`config.mk`:
```
export PLATFORM = sky130hd
export DESIGN_NAME = tsa_slot_assigner
export DESIGN_NICKNAME = d
export VERILOG_FILES = /design/src/logic/tsa_pkg.sv /design/src/logic/tsa_fifo_if.sv /design/src/logic/tsa_slot_assigner.sv /design/src/logic/tsa_fifo.sv
export SDC_FILE = /design/constraint.sdc
export NUM_CORES = 1
export LEC_CHECK = 0
export BUFFER_PORTS_ARGS = -buffer_cell sky130_fd_sc_hd__clkbuf_2
export CAP_MARGIN = 5
export CORE_ASPECT_RATIO = 0.7
export CORE_UTILIZATION = 55
export DETAILED_ROUTE_END_ITERATION = 12
export PLACE_DENSITY = 0.82
export SLEW_MARGIN = 20
export SYNTH_ARGS = -nofsm -noshare
export SYNTH_HDL_FRONTEND = slang
export SYNTH_SLANG_ARGS = --single-unit
```
`constraint.sdc`:
```
create_clock -name clk -period 4.1 [get_ports clk]
set_input_delay 0 -clock clk [delete_from_list [all_inputs] [get_ports clk]]
set_output_delay 0 -clock clk [all_outputs]
set_load 0.005 [all_outputs]
```
`src/logic/tsa_pkg.sv`:
```
// package: constants and types for the tdm slot capture/insert block
//
// Behaviour
// frame splits into a number of slots, from 24 up to 40
// every slot carries exactly eight bits, one per data clock
// slot logic keeps up with 2.56 MHz data clock, forty slots
// the six slot_select inputs choose the slot to capture or drive
// shift line data into the capture register during the selected slot only
// after the selected slot is shifted in, raise valid-data
// load a parallel word and shift it onto the line in the slot
// line driver released (high impedance) outside the assigned slot
// frame sync is an 8 kHz pulse, eight data clocks long
// slot counter restarts on frame sync, advances every eight clocks
// valid-data stays low while shifting, high only after all eight bits
`default_nettype none
package tsa_pkg;
  localparam int unsigned WORD_W      = 8;
  localparam int unsigned SEL_W       = 6;
  localparam int unsigned FIFO_DEPTH  = 16;
  localparam int unsigned SLOTS_MIN   = 24;
  localparam int unsigned SLOTS_MAX   = 40;
  localparam logic [2:0]  BIT_LAST    = 3'h7;
  localparam logic [5:0]  SLOT_RST    = 6'h00;
  localparam logic [2:0]  BIT_RST     = 3'h0;
  localparam logic [7:0]  WORD_RST    = 8'h00;
  localparam int unsigned CLK_HZ      = 25000000;
  localparam int unsigned LINE_HZ_MAX = 2560000;
  localparam int unsigned LINE_MIN_CYC = (CLK_HZ + LINE_HZ_MAX - 1) / LINE_HZ_MAX;

  typedef enum logic [2:0] {
    TSA_HUNT = 3'b001,
    TSA_RUN  = 3'b010,
    TSA_SYNC = 3'b100
  } tsa_state_t;
endpackage : tsa_pkg
`default_nettype wire

```
`src/logic/tsa_fifo_if.sv`:
```
// interface: valid/ready stream between fifo and slot logic
`timescale 1ns/100ps
`default_nettype none
interface tsa_fifo_if;
  logic       valid;
  logic       ready;
  logic [7:0] data;
  modport src  (output valid, output data, input ready);
  modport sink (input valid, input data, output ready);
endinterface : tsa_fifo_if
`default_nettype wire

```
`src/logic/tsa_slot_assigner.sv`:
```
// module: tdm slot capture and insert, top level
`timescale 1ns/100ps
`default_nettype none
module tsa_slot_assigner (
  input  wire logic       clk,
  input  wire logic       resetn,
  input  wire logic       line_clk,
  input  wire logic       frame_sync,
  input  wire logic       line_in,
  output logic            line_out,
  output logic            line_oe_n,
  input  wire logic [5:0] slot_select,
  input  wire logic       tx_enable,
  input  wire logic       tx_valid,
  output logic            tx_ready,
  input  wire logic [7:0] tx_data,
  output logic            rx_valid,
  output logic [7:0]      rx_data
);
  ////////////////////////////////////////////////////////////////////////
  // pin sampling: three flops, change accepted when 2nd and 3rd agree
  logic [2:0] clk_s_ff, sync_s_ff, din_s_ff;
  logic       clk_lvl_ff, nxt_clk_lvl;
  logic       sync_lvl_ff, nxt_sync_lvl;
  logic       din_lvl_ff, nxt_din_lvl;
  logic       rise, fall;

  always_comb begin
    nxt_clk_lvl  = (clk_s_ff[1] == clk_s_ff[2]) ? clk_s_ff[2] : clk_lvl_ff;
    nxt_sync_lvl = (sync_s_ff[1] == sync_s_ff[2]) ? sync_s_ff[2] : sync_lvl_ff;
    nxt_din_lvl  = (din_s_ff[1] == din_s_ff[2]) ? din_s_ff[2] : din_lvl_ff;
  end
  assign rise = nxt_clk_lvl && !clk_lvl_ff;
  assign fall = !nxt_clk_lvl && clk_lvl_ff;

  always_ff @(posedge clk) begin
    if (!resetn) begin
      clk_s_ff    <= 3'h0;
      sync_s_ff   <= 3'h0;
      din_s_ff    <= 3'h0;
      clk_lvl_ff  <= 1'b0;
      sync_lvl_ff <= 1'b0;
      din_lvl_ff  <= 1'b0;
    end else begin
      clk_s_ff    <= {clk_s_ff[1:0], line_clk};
      sync_s_ff   <= {sync_s_ff[1:0], frame_sync};
      din_s_ff    <= {din_s_ff[1:0], line_in};
      clk_lvl_ff  <= nxt_clk_lvl;
      sync_lvl_ff <= nxt_sync_lvl;
      din_lvl_ff  <= nxt_din_lvl;
    end
  end

  ////////////////////////////////////////////////////////////////////////
  // transmit buffer: local words wait here until the slot comes round
  tsa_fifo_if txq ();
  tsa_fifo #(.WIDTH(tsa_pkg::WORD_W), .DEPTH(tsa_pkg::FIFO_DEPTH)) u_fifo (
    .clk      (clk),
    .resetn   (resetn),
    .in_valid (tx_valid),
    .in_ready (tx_ready),
    .in_data  (tx_data),
    .out      (txq)
  );

  ////////////////////////////////////////////////////////////////////////
  // slot timing: sync high marks slot 0; counting is on line clock rises
  tsa_pkg::tsa_state_t st_ff, nxt_st;
  logic [5:0] slot_ff, nxt_slot;
  logic [2:0] bit_ff, nxt_bit;
  logic [7:0] rx_sh_ff, nxt_rx_sh, rx_data_ff, nxt_rx_data;
  logic [7:0] tx_sh_ff, nxt_tx_sh;
  logic       rx_valid_ff, nxt_rx_valid;
  logic       tx_act_ff, nxt_tx_act;
  logic       out_ff, nxt_out, oe_n_ff, nxt_oe_n;
  logic       sel_hit, pop;
  logic       sync_rise_ff, nxt_sync_rise;
  logic [5:0] cur_slot;
  logic [2:0] cur_bit;
  logic       frame_start, step;

  function automatic logic slot_match(input logic [5:0] cnt, input logic [5:0] sel);
    slot_match = cnt == sel;
  endfunction : slot_match

  // frame opens at the first rise finding sync high after one that found it low
  assign frame_start = rise && sync_lvl_ff && !sync_rise_ff;
  assign step        = rise && (st_ff == tsa_pkg::TSA_RUN
                                || (st_ff == tsa_pkg::TSA_SYNC && frame_start));
  assign cur_slot    = frame_start ? tsa_pkg::SLOT_RST : slot_ff;
  assign cur_bit     = frame_start ? tsa_pkg::BIT_RST : bit_ff;
  assign sel_hit     = slot_match(cur_slot, slot_select);
  assign pop         = tx_enable && step && cur_bit == tsa_pkg::BIT_RST && sel_hit;
  assign txq.ready   = pop;

  always_comb begin
    nxt_st       = st_ff;
    nxt_slot     = slot_ff;
    nxt_bit      = bit_ff;
    nxt_rx_sh    = rx_sh_ff;
    nxt_rx_data  = rx_data_ff;
    nxt_rx_valid = rx_valid_ff;
    nxt_tx_sh    = tx_sh_ff;
    nxt_tx_act   = tx_act_ff;
    nxt_out      = out_ff;
    nxt_oe_n     = oe_n_ff;
    nxt_sync_rise = rise ? sync_lvl_ff : sync_rise_ff;
    case (st_ff)
      tsa_pkg::TSA_HUNT: begin
        if (sync_lvl_ff) begin
          nxt_st = tsa_pkg::TSA_SYNC;
        end
      end
      tsa_pkg::TSA_SYNC: begin
        // the opening rise is bit 0 of slot 0, so it is counted, not lost
        if (frame_start) begin
          nxt_st = tsa_pkg::TSA_RUN;
        end
      end
      tsa_pkg::TSA_RUN: begin
        nxt_st = tsa_pkg::TSA_RUN;
      end
      default: begin
        nxt_st = tsa_pkg::TSA_HUNT;
      end
    endcase
    if (step) begin
      // shift only inside the chosen slot
      if (sel_hit) begin
        nxt_rx_sh = {rx_sh_ff[6:0], din_lvl_ff};
        if (cur_bit == tsa_pkg::BIT_RST) begin
          nxt_rx_valid = 1'b0;
        end
        if (cur_bit == tsa_pkg::BIT_LAST) begin
          nxt_rx_data  = {rx_sh_ff[6:0], din_lvl_ff};
          nxt_rx_valid = 1'b1;
        end
      end
      nxt_bit  = cur_bit + 3'h1;
      nxt_slot = (cur_bit == tsa_pkg::BIT_LAST) ? cur_slot + 6'h01 : cur_slot;
    end
    // drive starts at the slot's first rise, from the buffered word
    if (pop) begin
      nxt_tx_act = txq.valid;
      nxt_tx_sh  = {txq.data[6:0], 1'b0};
      nxt_out    = txq.data[7];
      nxt_oe_n   = !txq.valid;
    end else if (step && tx_act_ff) begin
      nxt_out   = tx_sh_ff[7];
      nxt_tx_sh = {tx_sh_ff[6:0], 1'b0};
    end
    // release after the eighth bit, at the falling edge following it
    if (fall && tx_act_ff && bit_ff == tsa_pkg::BIT_RST && !sel_hit) begin
      nxt_tx_act = 1'b0;
      nxt_oe_n   = 1'b1;
    end
    if (st_ff == tsa_pkg::TSA_RUN && slot_ff >= 6'(tsa_pkg::SLOTS_MAX) + 6'h08) begin
      nxt_st     = tsa_pkg::TSA_HUNT; // lost sync: wait for next frame
      nxt_oe_n   = 1'b1;
      nxt_tx_act = 1'b0;
    end
  end

  always_ff @(posedge clk) begin
    if (!resetn) begin
      st_ff       <= tsa_pkg::TSA_HUNT;
      slot_ff     <= tsa_pkg::SLOT_RST;
      bit_ff      <= tsa_pkg::BIT_RST;
      rx_sh_ff    <= tsa_pkg::WORD_RST;
      rx_data_ff  <= tsa_pkg::WORD_RST;
      rx_valid_ff <= 1'b0;
      tx_sh_ff    <= tsa_pkg::WORD_RST;
      tx_act_ff   <= 1'b0;
      out_ff      <= 1'b0;
      oe_n_ff     <= 1'b1;
      // set: a sync already high at release is mid-pulse, not a frame start
      sync_rise_ff <= 1'b1;
    end else begin
      sync_rise_ff <= nxt_sync_rise;
      st_ff       <= nxt_st;
      slot_ff     <= nxt_slot;
      bit_ff      <= nxt_bit;
      rx_sh_ff    <= nxt_rx_sh;
      rx_data_ff  <= nxt_rx_data;
      rx_valid_ff <= nxt_rx_valid;
      tx_sh_ff    <= nxt_tx_sh;
      tx_act_ff   <= nxt_tx_act;
      out_ff      <= nxt_out;
      oe_n_ff     <= nxt_oe_n;
    end
  end

  // 25 MHz sampling gives LINE_MIN_CYC cycles per line bit at most rate
  assign line_out  = out_ff;
  assign line_oe_n = oe_n_ff;
  assign rx_valid  = rx_valid_ff;
  assign rx_data   = rx_data_ff;
endmodule : tsa_slot_assigner
`default_nettype wire

```
`src/logic/tsa_fifo.sv`:
```
// module: parameterised valid/ready fifo
`timescale 1ns/100ps
`default_nettype none
module tsa_fifo #(
  parameter int unsigned WIDTH = 8,
  parameter int unsigned DEPTH = 16
) (
  input  wire logic             clk,
  input  wire logic             resetn,
  input  wire logic             in_valid,
  output logic                  in_ready,
  input  wire logic [WIDTH-1:0] in_data,
  tsa_fifo_if.src               out
);
  localparam int unsigned AW = $clog2(DEPTH);
  logic [WIDTH-1:0] mem_ff [DEPTH];
  logic [AW-1:0]    wr_ff, nxt_wr, rd_ff, nxt_rd;
  logic [AW:0]      cnt_ff, nxt_cnt;
  logic             push, pop;

  assign in_ready  = cnt_ff < (AW+1)'(DEPTH);
  assign out.valid = cnt_ff != '0;
  assign out.data  = mem_ff[rd_ff];
  assign push      = in_valid && in_ready;
  assign pop       = out.valid && out.ready;

  always_comb begin
    nxt_wr  = push ? wr_ff + 1'b1 : wr_ff;
    nxt_rd  = pop ? rd_ff + 1'b1 : rd_ff;
    nxt_cnt = cnt_ff + (AW+1)'(push) - (AW+1)'(pop);
  end

  always_ff @(posedge clk) begin
    if (!resetn) begin
      wr_ff  <= '0;
      rd_ff  <= '0;
      cnt_ff <= '0;
    end else begin
      wr_ff  <= nxt_wr;
      rd_ff  <= nxt_rd;
      cnt_ff <= nxt_cnt;
    end
    if (push) begin
      mem_ff[wr_ff] <= in_data;
    end
  end
endmodule : tsa_fifo
`default_nettype wire

```
==> Word level (Yosys, flattened, before mapping) <==
Memory sizes are Yosys's and may differ from the RTL's. A register that Yosys moved wholly into a read port is not among the register bits.
Cells that the tools add are included.
{ "totals": {"reg_bits": 64, "ramBits": 128, "input_bits": 21, "word_cells": 90, "n_memories": 1} }
{ "mem_list": {"columns": ["memory", "words", "word_bits", "rd", "rd_ports_with_merged_regs", "write_ports", "line", "rtl"], "rows": [
  ["u_fifo.mem_ff", 16, 8, 1, 1, 1, "tsa_fifo.sv:16", "logic [WIDTH-1:0] mem_ff [DEPTH];"]
]} }
{ "classes": {"n_addsub": 6, "order_cmp": 2, "eq_ne": 10, "n_mux": 17, "bitwise_logic": 1, "reduce_logical": 33} }
{ "op_table": {"columns": ["cell", "count"], "rows": [
  ["1-bit logical AND", 16],
  ["8-bit two-way mux", 2],
  ["6-bit two-way mux", 2],
  ["3-bit two-way mux", 3],
  ["3-bit one-hot mux with 3 select lines", 1],
  ["4-bit by 1-bit adder with 4-bit output (second input constant)", 2],
  ["4-bit two-way mux", 2],
  ["1-bit two-way mux", 7],
  ["6-bit by 1-bit adder with 6-bit output (second input constant)", 1],
  ["3-bit equality test (second input constant)", 2],
  ["6-bit equality test", 1],
  ["6-bit >= comparator (second input constant)", 1],
  ["3-bit zero test", 2],
  ["3-bit AND reduction", 2],
  ["5-bit by 1-bit adder with 5-bit output", 1],
  ["1-bit zero test", 5],
  ["5-bit less-than comparator (second input constant)", 1],
  ["5-bit nonzero test", 1],
  ["5-bit by 1-bit subtractor with 5-bit output", 1],
  ["2-bit inequality test (second input constant)", 2],
  ["2-bit AND reduction", 2],
  ["2-bit nonzero test", 2],
  ["3-bit by 1-bit adder with 3-bit output (second input constant)", 1],
  ["1-bit equality test", 3],
  ["6 further kinds", 6]
]} }

==> Logic depth before layout (Yosys ltp) <==
Gate-level depths: netlist of the first run.
{ "logic_depth": {"depth_word": 14, "depth_mapped": 21, "mapped_depth_nobuf": 18} }

==> Cells and area by module <==
Synthesis of the first run repeated with hierarchy kept, for this count alone.
{ "hier_totals": {"cells_unflattened": 554, "hier_area_um2": 8135.3} }
{ "by_module_without_submodules": {"columns": ["module", "instances", "cells_each", "area_each_um2"], "rows": [
  ["tsa_fifo", 1, 303, 5811.8],
  ["tsa_slot_assigner", 1, 251, 2323.5]
]} }

==> Worst setup path after synthesis of the first run <==
OpenSTA, ideal clock, no wires.
{ "synth_timing": {"path_kind": "flip-flop to flip-flop", "start": "reg clk_s_ff[1]", "end": "reg u_fifo.cnt_ff[4]", "t_arrival_ns": 3.279, "required_time_ns": 3.968, "slack_ns": 0.689, "path_stages_with_launch": 22, "path_buffers": 3, "cell_sequence": "dfxtp_1 and3b_1 buf_6 nand2_1 and2_1 inv_1 ha_1 nand4_1 or4_1 buf_2 clkbuf_1 nor2_1 ha_1 inv_1 ha_1 inv_1 fa_1 inv_1 a21oi_1 nor2_1 or3_1 a21oi_1"} }
{ "synth_via": {"elab_chain_len": 13, "elab_cells_between_ends": 17, "cone_classes": "add/sub (1); eq/ne (2); mux (3); reduce/logical (11)"} }
{ "synth_rtl": {"columns": ["item", "line", "rtl"], "rows": [
  ["start: declaration", "tsa_slot_assigner.sv:22", "logic [2:0] clk_s_ff, sync_s_ff, din_s_ff;"],
  ["start signal: assignment", "tsa_slot_assigner.sv:45", "clk_s_ff <= {clk_s_ff[1:0], line_clk};"],
  ["1-bit equality test (*)", "tsa_slot_assigner.sv:29", "nxt_clk_lvl = (clk_s_ff[1] == clk_s_ff[2]) ? clk_s_ff[2] : clk_lvl_ff;"],
  ["1-bit two-way mux (*)", "tsa_slot_assigner.sv:29", null],
  ["1-bit logical AND (*)", "tsa_slot_assigner.sv:33", "assign rise = nxt_clk_lvl && !clk_lvl_ff;"],
  ["branches (longest 7 deep; another with 6-bit two-way mux)", null, null],
  ["1-bit logical AND (*)", "tsa_slot_assigner.sv:93", "assign pop = tx_enable && step && cur_bit == tsa_pkg::BIT_RST && sel_hit;"],
  ["1-bit logical AND (*)", "tsa_fifo.sv:25", "assign pop = out.valid && out.ready;"],
  ["net u_fifo.pop", "tsa_fifo.sv:19", "logic push, pop;"],
  ["5-bit by 1-bit subtractor with 5-bit output (*)", "tsa_fifo.sv:30", "nxt_cnt = cnt_ff + (AW+1)'(push) - (AW+1)'(pop);"],
  ["end signal: assignment", "tsa_fifo.sv:41", "cnt_ff <= nxt_cnt;"],
  ["end: declaration", "tsa_fifo.sv:18", "logic [AW:0] cnt_ff, nxt_cnt;"]
]} }
Mark *: on every way through the listed nets, which the timed path passes.
A chain may end at the register's enable or synchronous reset.

==> Worst setup path after layout of the first run <==
Ends and elaborated chain as after synthesis.

==> impl_metrics.tcl, run 1 <==
set metrics [dict create \
    fmax_ghz 0.261 \
    pwr-share-clk 0.396 \
    io_buffer_count 32 \
    power_frac_seq 0.529 \
    yosysWarnings 0 \
    start_util 0.570 \
    areaGrowthSynthToFinish_pct 12.8 \
    synth_edf_count 128 \
    drc 0 \
    grt_pass1_wl_mm 25.7 \
    place_ws_ps 437 \
    pwr-share-comb 0.076 \
    worst_ir_drop_vdd_mv 0.326 \
    cts_htree_levels 4 \
    synthArstFlopShare 0 \
    maxCapViolations 0 \
    synth_top_area_share 0.480 \
    grt_max_degree 37 \
    cts.sinks 196 \
    relSlewSlack 0.354 \
    ys_types 53 \
    period_minus_slack_ps 3830 \
    globalplace.congestion 0.845 \
    setup_viol 0 \
    first_pass_iters 6 \
    skew_ps 7.33 \
    grt.overflow.total 0 \
    vias_per_cell 6.00 \
    arrival_ps 4130 \
    core-area_um2 14100 \
    grt_pass1_vias 4821 \
    period_share 0.934 \
    yosysSeqAreaShare 0.649 \
    post-cts-setup-buffers 0 \
    diodes 0 \
    rows 36 \
    synthCells 569 \
    post-route-util 0.643 \
    synth_area_leaders "edfxtp_1 48%, dfxtp_1 17%, mux4_2 9.8%, mux2i_1 2.6%, nand2_1 2.5%" \
    path_class "reg -> reg" \
    netlist_area_um2 8010 \
    syn_avg_cell_area_um2 14.1 \
    grt_usage 0.230 \
    cts_tree "done" \
    drive_gt1_frac 0.185 \
    fin_ws_ps 270 \
    p_per_area_nw_per_um2 457 \
    num_vias 4876 \
    synth_fp_nets 606 \
    synth_ff_type "edfxtp_1" \
    antenna_found_initial 0 \
    dieWidth_um 146 \
    die_h_um 103 \
    cts-root-buf "clkbuf_16" \
    drt_iter0_markers 401 \
    switching_share 0.227 \
    synth_top_area_cell "edfxtp_1" \
    required_ps 4400 \
    num-nets-final 648 \
    hold_viol 0 \
    num_io_pins 33 \
    report.final.slew_viol_count 0 \
    p_switching_mw 0.938 \
    finalSetupTns_ps 0 \
    numCtsBuffers 17 \
    ant_nets 0 \
    p_int_mw 3.20 \
    startpoint_type "register" \
    wl_per_cell_um 20.0 \
    worstSetupEndpointType "register" \
    clockBufferDepth 2 \
    clkSlewWorstSetupHoldPaths_ps 70 \
    rsz0062_at_grt "no" \
    power.leakage_nw 2.98 \
    dp_hpwl_mm 10.6 \
    hold_class "in -> reg" \
    insertion_delay_ps 430 \
    outcome "finished, final reports clean" \
    die_area_um2 15100 \
    worstMarginPinSlew_ps 966 \
    ys_ff_latch 196 \
    critical_path.max_fanout 9 \
    wl_mm 16.2 \
]
layout make-up:
cell class                      count  area [µm²]
Timing Repair Buffer               53         343
Multi-Input combinational cell    324        2600
Fill cell                         958        5020
Clock inverter                     12         144
Tap cell                          190         238
Clock buffer                       19         433
Sequential cell                   196        5210
Inverter                           19        71.3
state kept, by name, indices dropped and copies added (netlist names), named ones only:
register / flops
u_fifo.mem_ff: 128
rx_data: 8
rx_sh_ff: 7
tx_sh_ff: 7
slot_ff: 6
u_fifo.cnt_ff: 5
u_fifo.rd_ff: 4
u_fifo.wr_ff: 4
bit_ff: 3
clk_s_ff: 3
din_s_ff: 3
st_ff: 3
sync_s_ff: 3
clk_lvl_ff: 1
din_lvl_ff: 1
line_oe_n: 1
line_out: 1
rx_valid: 1
sync_lvl_ff: 1
sync_rise_ff: 1
tx_act_ff: 1
cells in the final DEF (no fill, tap or decap), types with 4 or more instances in the layout:
cell	count
a211oi_1	6
a21oi_1	29
a311oi_1	7
a31oi_1	4
and2_1	14
buf_4	11
clkbuf_16	17
clkbuf_2	32
dfxtp_1	67
dlygate4sd3_1	10
edfxtp_1	128
ha_1	15
inv_1	18
inv_6	4
mux2i_1	21
mux4_2	35
nand2_1	54
nand3_1	14
nor2_1	40
nor2b_1	8
nor3_1	9
o21a_1	4
o21ai_0	11
xnor2_1	5
xor2_1	5
per-layer routing:
metal | part of all wire | global-route usage
met5 | 0 | 0
met4 | 0.012 | 0.0777
met3 | 0.062 | 0.0496
met2 | 0.48 | 0.377
met1 | 0.45 | 0.312
power by group through the flow:
stage,clock network [mW],logic (mW),registers [mW]
finish,1.63,0.314,2.18
global route,1.74,0.343,2.19
CTS,1.65,0.312,2.19
detailed placement,0,0.298,2.23
global placement,0,0.273,2.22
floorplan,0,0.190,2.22
repair_timing:
| item | 4_1_cts | 5_1_grt |
|---|---|---|
| gates resized for setup | 0 | 0 |
| hold endpoints to repair | 115 | 0 |
| hold buffers | 10 | 0 |
cell usage after synthesis (2+ instances only):
cell type and count:
nand2_1 54, nand3_1 14, mux2i_1 21, buf_2 6
o21a_1 4, mux4_2 35, o32a_1 3, nand4_1 3
o211ai_1 2, nor3_1 9, a21oi_1 29, nor4bb_1 3
or3_1 3, a31oi_1 4, edfxtp_1 128, buf_1 3
xnor2_1 5, nand2b_1 3, ha_1 15, nor2_2 2
and4bb_2 2, buf_6 2, a311oi_1 7, dfxtp_1 68
a211oi_1 6, and2_1 14, xor2_1 5, clkbuf_1 19
nor4b_1 2, o21ai_0 11, nor2b_1 8, inv_1 18
nor2_1 40, o31ai_1 2
critical path: stages (launching register included):
cell     delay (ps)
dfxtp_1         400
and3b_1         380
nand2_1         240
and2_1          260
inv_1            70
ha_1            160
nand4_1         110
or4_1           470
nor2_1          190
ha_1            260
inv_1            70
ha_1            170
inv_1            60
fa_1            400
inv_1            70
a21oi_1          70
nor2_1          120
or3_1           120
a21oi_1          50
per-stage QoR:
step	std cells	power (mW)	instance area [µm²]	hold slack, ps
5_1_grt	813	4.27	9040	1.42
3_5_place_dp	772	2.53	8360	214
6_report	813	4.13	9040	9.13
2_1_floorplan	569	2.41	8010	98.9
4_1_cts	813	4.15	9040	3.35
3_3_place_gp	772	2.50	8360	206
final timing paths:
check / start / end / slack, ps / cells past startpoint
setup / recovery: clk_s_ff[1] / u_fifo.cnt_ff[4] / 270 / 18
setup reg to reg: clk_s_ff[1] / u_fifo.cnt_ff[4] / 270 / 18
hold / removal: tx_data[7] / u_fifo.mem_ff[0][7] / 9 / 1
hold reg to reg: clk_s_ff[0] / clk_s_ff[1] / 440 / 1
cells by family after synthesis:
family	synth area share
buffers and inverters	0.0258
xor gates and xnor gates	0.0109
muxes	0.125
AOI/OAI and AO/OA	0.0628
adders and majority gates	0.0259
DFF	0.649
and+or+nand+nor	0.101
Note: power is estimated with default switching activity, not from simulation.
==> inputs of run 2 (changes only) <==
--- a/config.mk
+++ b/config.mk
@@ -5,6 +5,7 @@
 export SDC_FILE = /design/constraint.sdc
 export NUM_CORES = 1
 export LEC_CHECK = 0
+export ABC_AREA = 1
 export BUFFER_PORTS_ARGS = -buffer_cell sky130_fd_sc_hd__clkbuf_2
 export CAP_MARGIN = 5
 export CORE_ASPECT_RATIO = 0.7
@@ -15,3 +16,4 @@
 export SYNTH_ARGS = -nofsm -noshare
 export SYNTH_HDL_FRONTEND = slang
 export SYNTH_SLANG_ARGS = --single-unit
+export TNS_END_PERCENT = 1
==> run 2 against run 1 <==
Compared with the run above:
- sequential share of layout area down 1.4 points
- worst hold slack improved by 18 ps
- cell count rose by 34%
- wire length up 11%
- critical path depth increased by 1
- clock skew up 4.8 ps
- global-route usage increased by 1.3 points
- sequential power barely moved
- highest routed layer unchanged
==> impl_metrics.tcl, run 2 <==
set metrics [dict create \
    finalSetupTns_ps 0 \
    vias_per_cell 5.65 \
    setup_viol 0 \
    num_vias 6145 \
    grt_max_degree 61 \
    rows 37 \
    r2r_cells 19 \
    grt_pass1_vias 5636 \
    yosysSeqAreaShare 0.628 \
    critical_path.max_fanout 15 \
    cts_resized 0 \
    io_buffer_count 32 \
    hold_path_startpoint "tx_data[6]" \
    synth_fp_nets 888 \
    largest_reg_flops 128 \
    numCtsBuffers 17 \
    dieWidth_um 149 \
    rr_startpoint "clk_s_ff[1]" \
    power.leakage_nw 3.58 \
    die_area_um2 15600 \
    ys_ff_latch 196 \
    layout_commonest_cell "nand2_1" \
    top_register "u_fifo.mem_ff" \
    cts_htree_levels 4 \
    num_io_pins 33 \
    worstMarginPinSlew_ps 1050 \
    drive_gt1_frac 0.0929 \
    arrival_ps 3740 \
    cpMaxStageDelayCell "fa_1" \
    ys_types 34 \
    synthArstFlopShare 0 \
    yosysWarnings 0 \
    synth_common_cells "198 x nand2_1, 128 x edfxtp_1, 103 x nand3_1" \
    relSlewSlack 0.299 \
    grt_usage 0.243 \
    start_util 0.563 \
    p_per_area_nw_per_um2 444 \
    fmax_ghz 0.291 \
    synth_ff_type "edfxtp_1" \
    final_cell_mix "198 x nand2_1, 128 x edfxtp_1, 103 x nand3_1, 72 x nor2_1, 68 x inv_1" \
    design_area_um2 9260 \
    rsz0062_at_grt "no" \
    rr_endpoint "u_fifo.cnt_ff[4]" \
    worst_path_most_repeated_cell "nand2_1" \
    areaGrowthSynthToFinish_pct 11.7 \
    netlist_area_um2 8290 \
    synth_top_area_cell "edfxtp_1" \
    core-area_um2 14700 \
    grt_pass1_wl_mm 28.8 \
    insertion_delay_ps 440 \
    syn_avg_cell_area_um2 9.74 \
    startpoint "clk_s_ff[1]" \
    hold_path_end "u_fifo.mem_ff[4][6]" \
    clockBufferDepth 2 \
    required_ps 4400 \
    fin_ws_ps 661 \
    outcome "finished, final reports clean" \
    drt_iter0_markers 686 \
    skew_ps 12.1 \
    cts.sinks 196 \
    diodes 0 \
    synth_top_area_share 0.464 \
    period_share 0.839 \
    num-nets-final 917 \
    crit_path_cell_trace "nand2_2, nor2_4, nand3_4, nand2_1, nand2_1, nand2_1, nand2_1, nor2_1, nand2_2, nor4_1, ha_1, inv_1, ha_1, inv_1, fa_1, nor3_1, a211oi_1, o21ai_0, a21oi_1" \
    ant_nets 0 \
    synth_area_leaders "edfxtp_1 46%, dfxtp_1 16%, nand2_1 9.0%, nand3_1 6.2%, a21oi_1 3.4%" \
    hold_class "in -> reg" \
    cp.buffers_inverters 2 \
    wl_mm 18.0 \
    drc 0 \
    startpoint_type "register" \
    place_ws_ps 707 \
    hold_viol 0 \
    placed_area_um2 8570 \
    clkSlewWorstSetupHoldPaths_ps 80 \
    synthCells 851 \
    wl_per_cell_um 16.5 \
    die_h_um 105 \
    period_minus_slack_ps 3440 \
    maxCapViolations 0 \
    dp_hpwl_mm 11.6 \
    synth_most_common_cell "nand2_1" \
    synth_edf_count 128 \
    report.final.slew_viol_count 0 \
    path_delay_family "simple AND/OR/NAND/NOR gates" \
    antenna_found_initial 0 \
    worst_ir_drop_vdd_mv 0.371 \
    cp_slowest_stage_delay_ps 410 \
    p_total_mw 4.11 \
    globalplace.congestion 0.842 \
    cts-root-buf "clkbuf_16" \
    worstSetupEndpointType "register" \
    fill_cells 1154 \
    path_class "reg -> reg" \
    r2r_slack_ps 660 \
    first_pass_iters 5 \
    cts_tree "done" \
    hold_depth 1 \
    grt.overflow.total 0 \
]
-- run 2: cell types whose count changed in the layout (fill, tap and decap cells not counted), moves of 14 or more --
cell     before  now
o21ai_0      11   46
and2_1       14    0
mux4_2       35    0
mux2i_1      21    0
nor2_1       40   72
nand3_1      14  103
a21oi_1      29   56
inv_1        18   68
nand2_1      54  198
-- run 2: power breakdown --
part | internal (mW) | switching (mW) | leakage, nW
Clock | 0.872 | 0.794 | 0.284
Combinational | 0.0885 | 0.181 | 1.59
Sequential | 2.16 | 0.0226 | 1.71
-- run 2: kinds of logic (layout without fill, tap and decap cells) --
logic type,after synthesis,in the layout,synth area share
AOI/OAI and AO/OA,119,119,0.0758
xor gates and xnor gates,7,7,0.00740
adders and majority gates,16,16,0.0251
buffers and inverters,109,151,0.0524
DFF,196,196,0.628
and+or+nand+nor,404,404,0.211
-- run 2: what timing repair did --
action,4_1_cts,5_1_grt
hold buffers,10,0
setup buffers,0,0
endpoints found under the hold margin,67,0
-- run 2: how the worst max path moves through the flow --
stage                       end  depth (start not counted)
2_1_floorplan  u_fifo.cnt_ff[4]                         20
3_3_place_gp   u_fifo.cnt_ff[4]                         18
3_5_place_dp   u_fifo.cnt_ff[4]                         18
4_1_cts        u_fifo.cnt_ff[4]                         18
5_1_grt        u_fifo.cnt_ff[4]                         18
6_report       u_fifo.cnt_ff[4]                         19
-- run 2: final cells by class --
cell class	instances	area (µm²)	area share
clock buffers	18	429	0.0464
clock inverters	14	161	0.0174
inverters	71	267	0.0288
multi-input cells	546	2650	0.286
flip-flops and latches	196	5210	0.562
well taps	195	244	0.0264
repair buffers	48	305	0.0330
-- run 2: stage by stage --
step	cells	hold slack (ps)	utilization
6_report	1088	26.9	0.629
5_1_grt	1088	21.7	0.629
4_1_cts	1088	6.24	0.629
3_5_place_dp	1046	194	0.582
3_3_place_gp	1046	182	0.582
2_1_floorplan	851	97.6	-
-- run 2: layer usage --
metal	vias up	routed length [µm]	track usage
met1	2901	8090	0.359
met4	0	161	0.0567
met3	25	1530	0.0528
met5	-	0	0
met2	270	8200	0.366
li1	2949	-	-
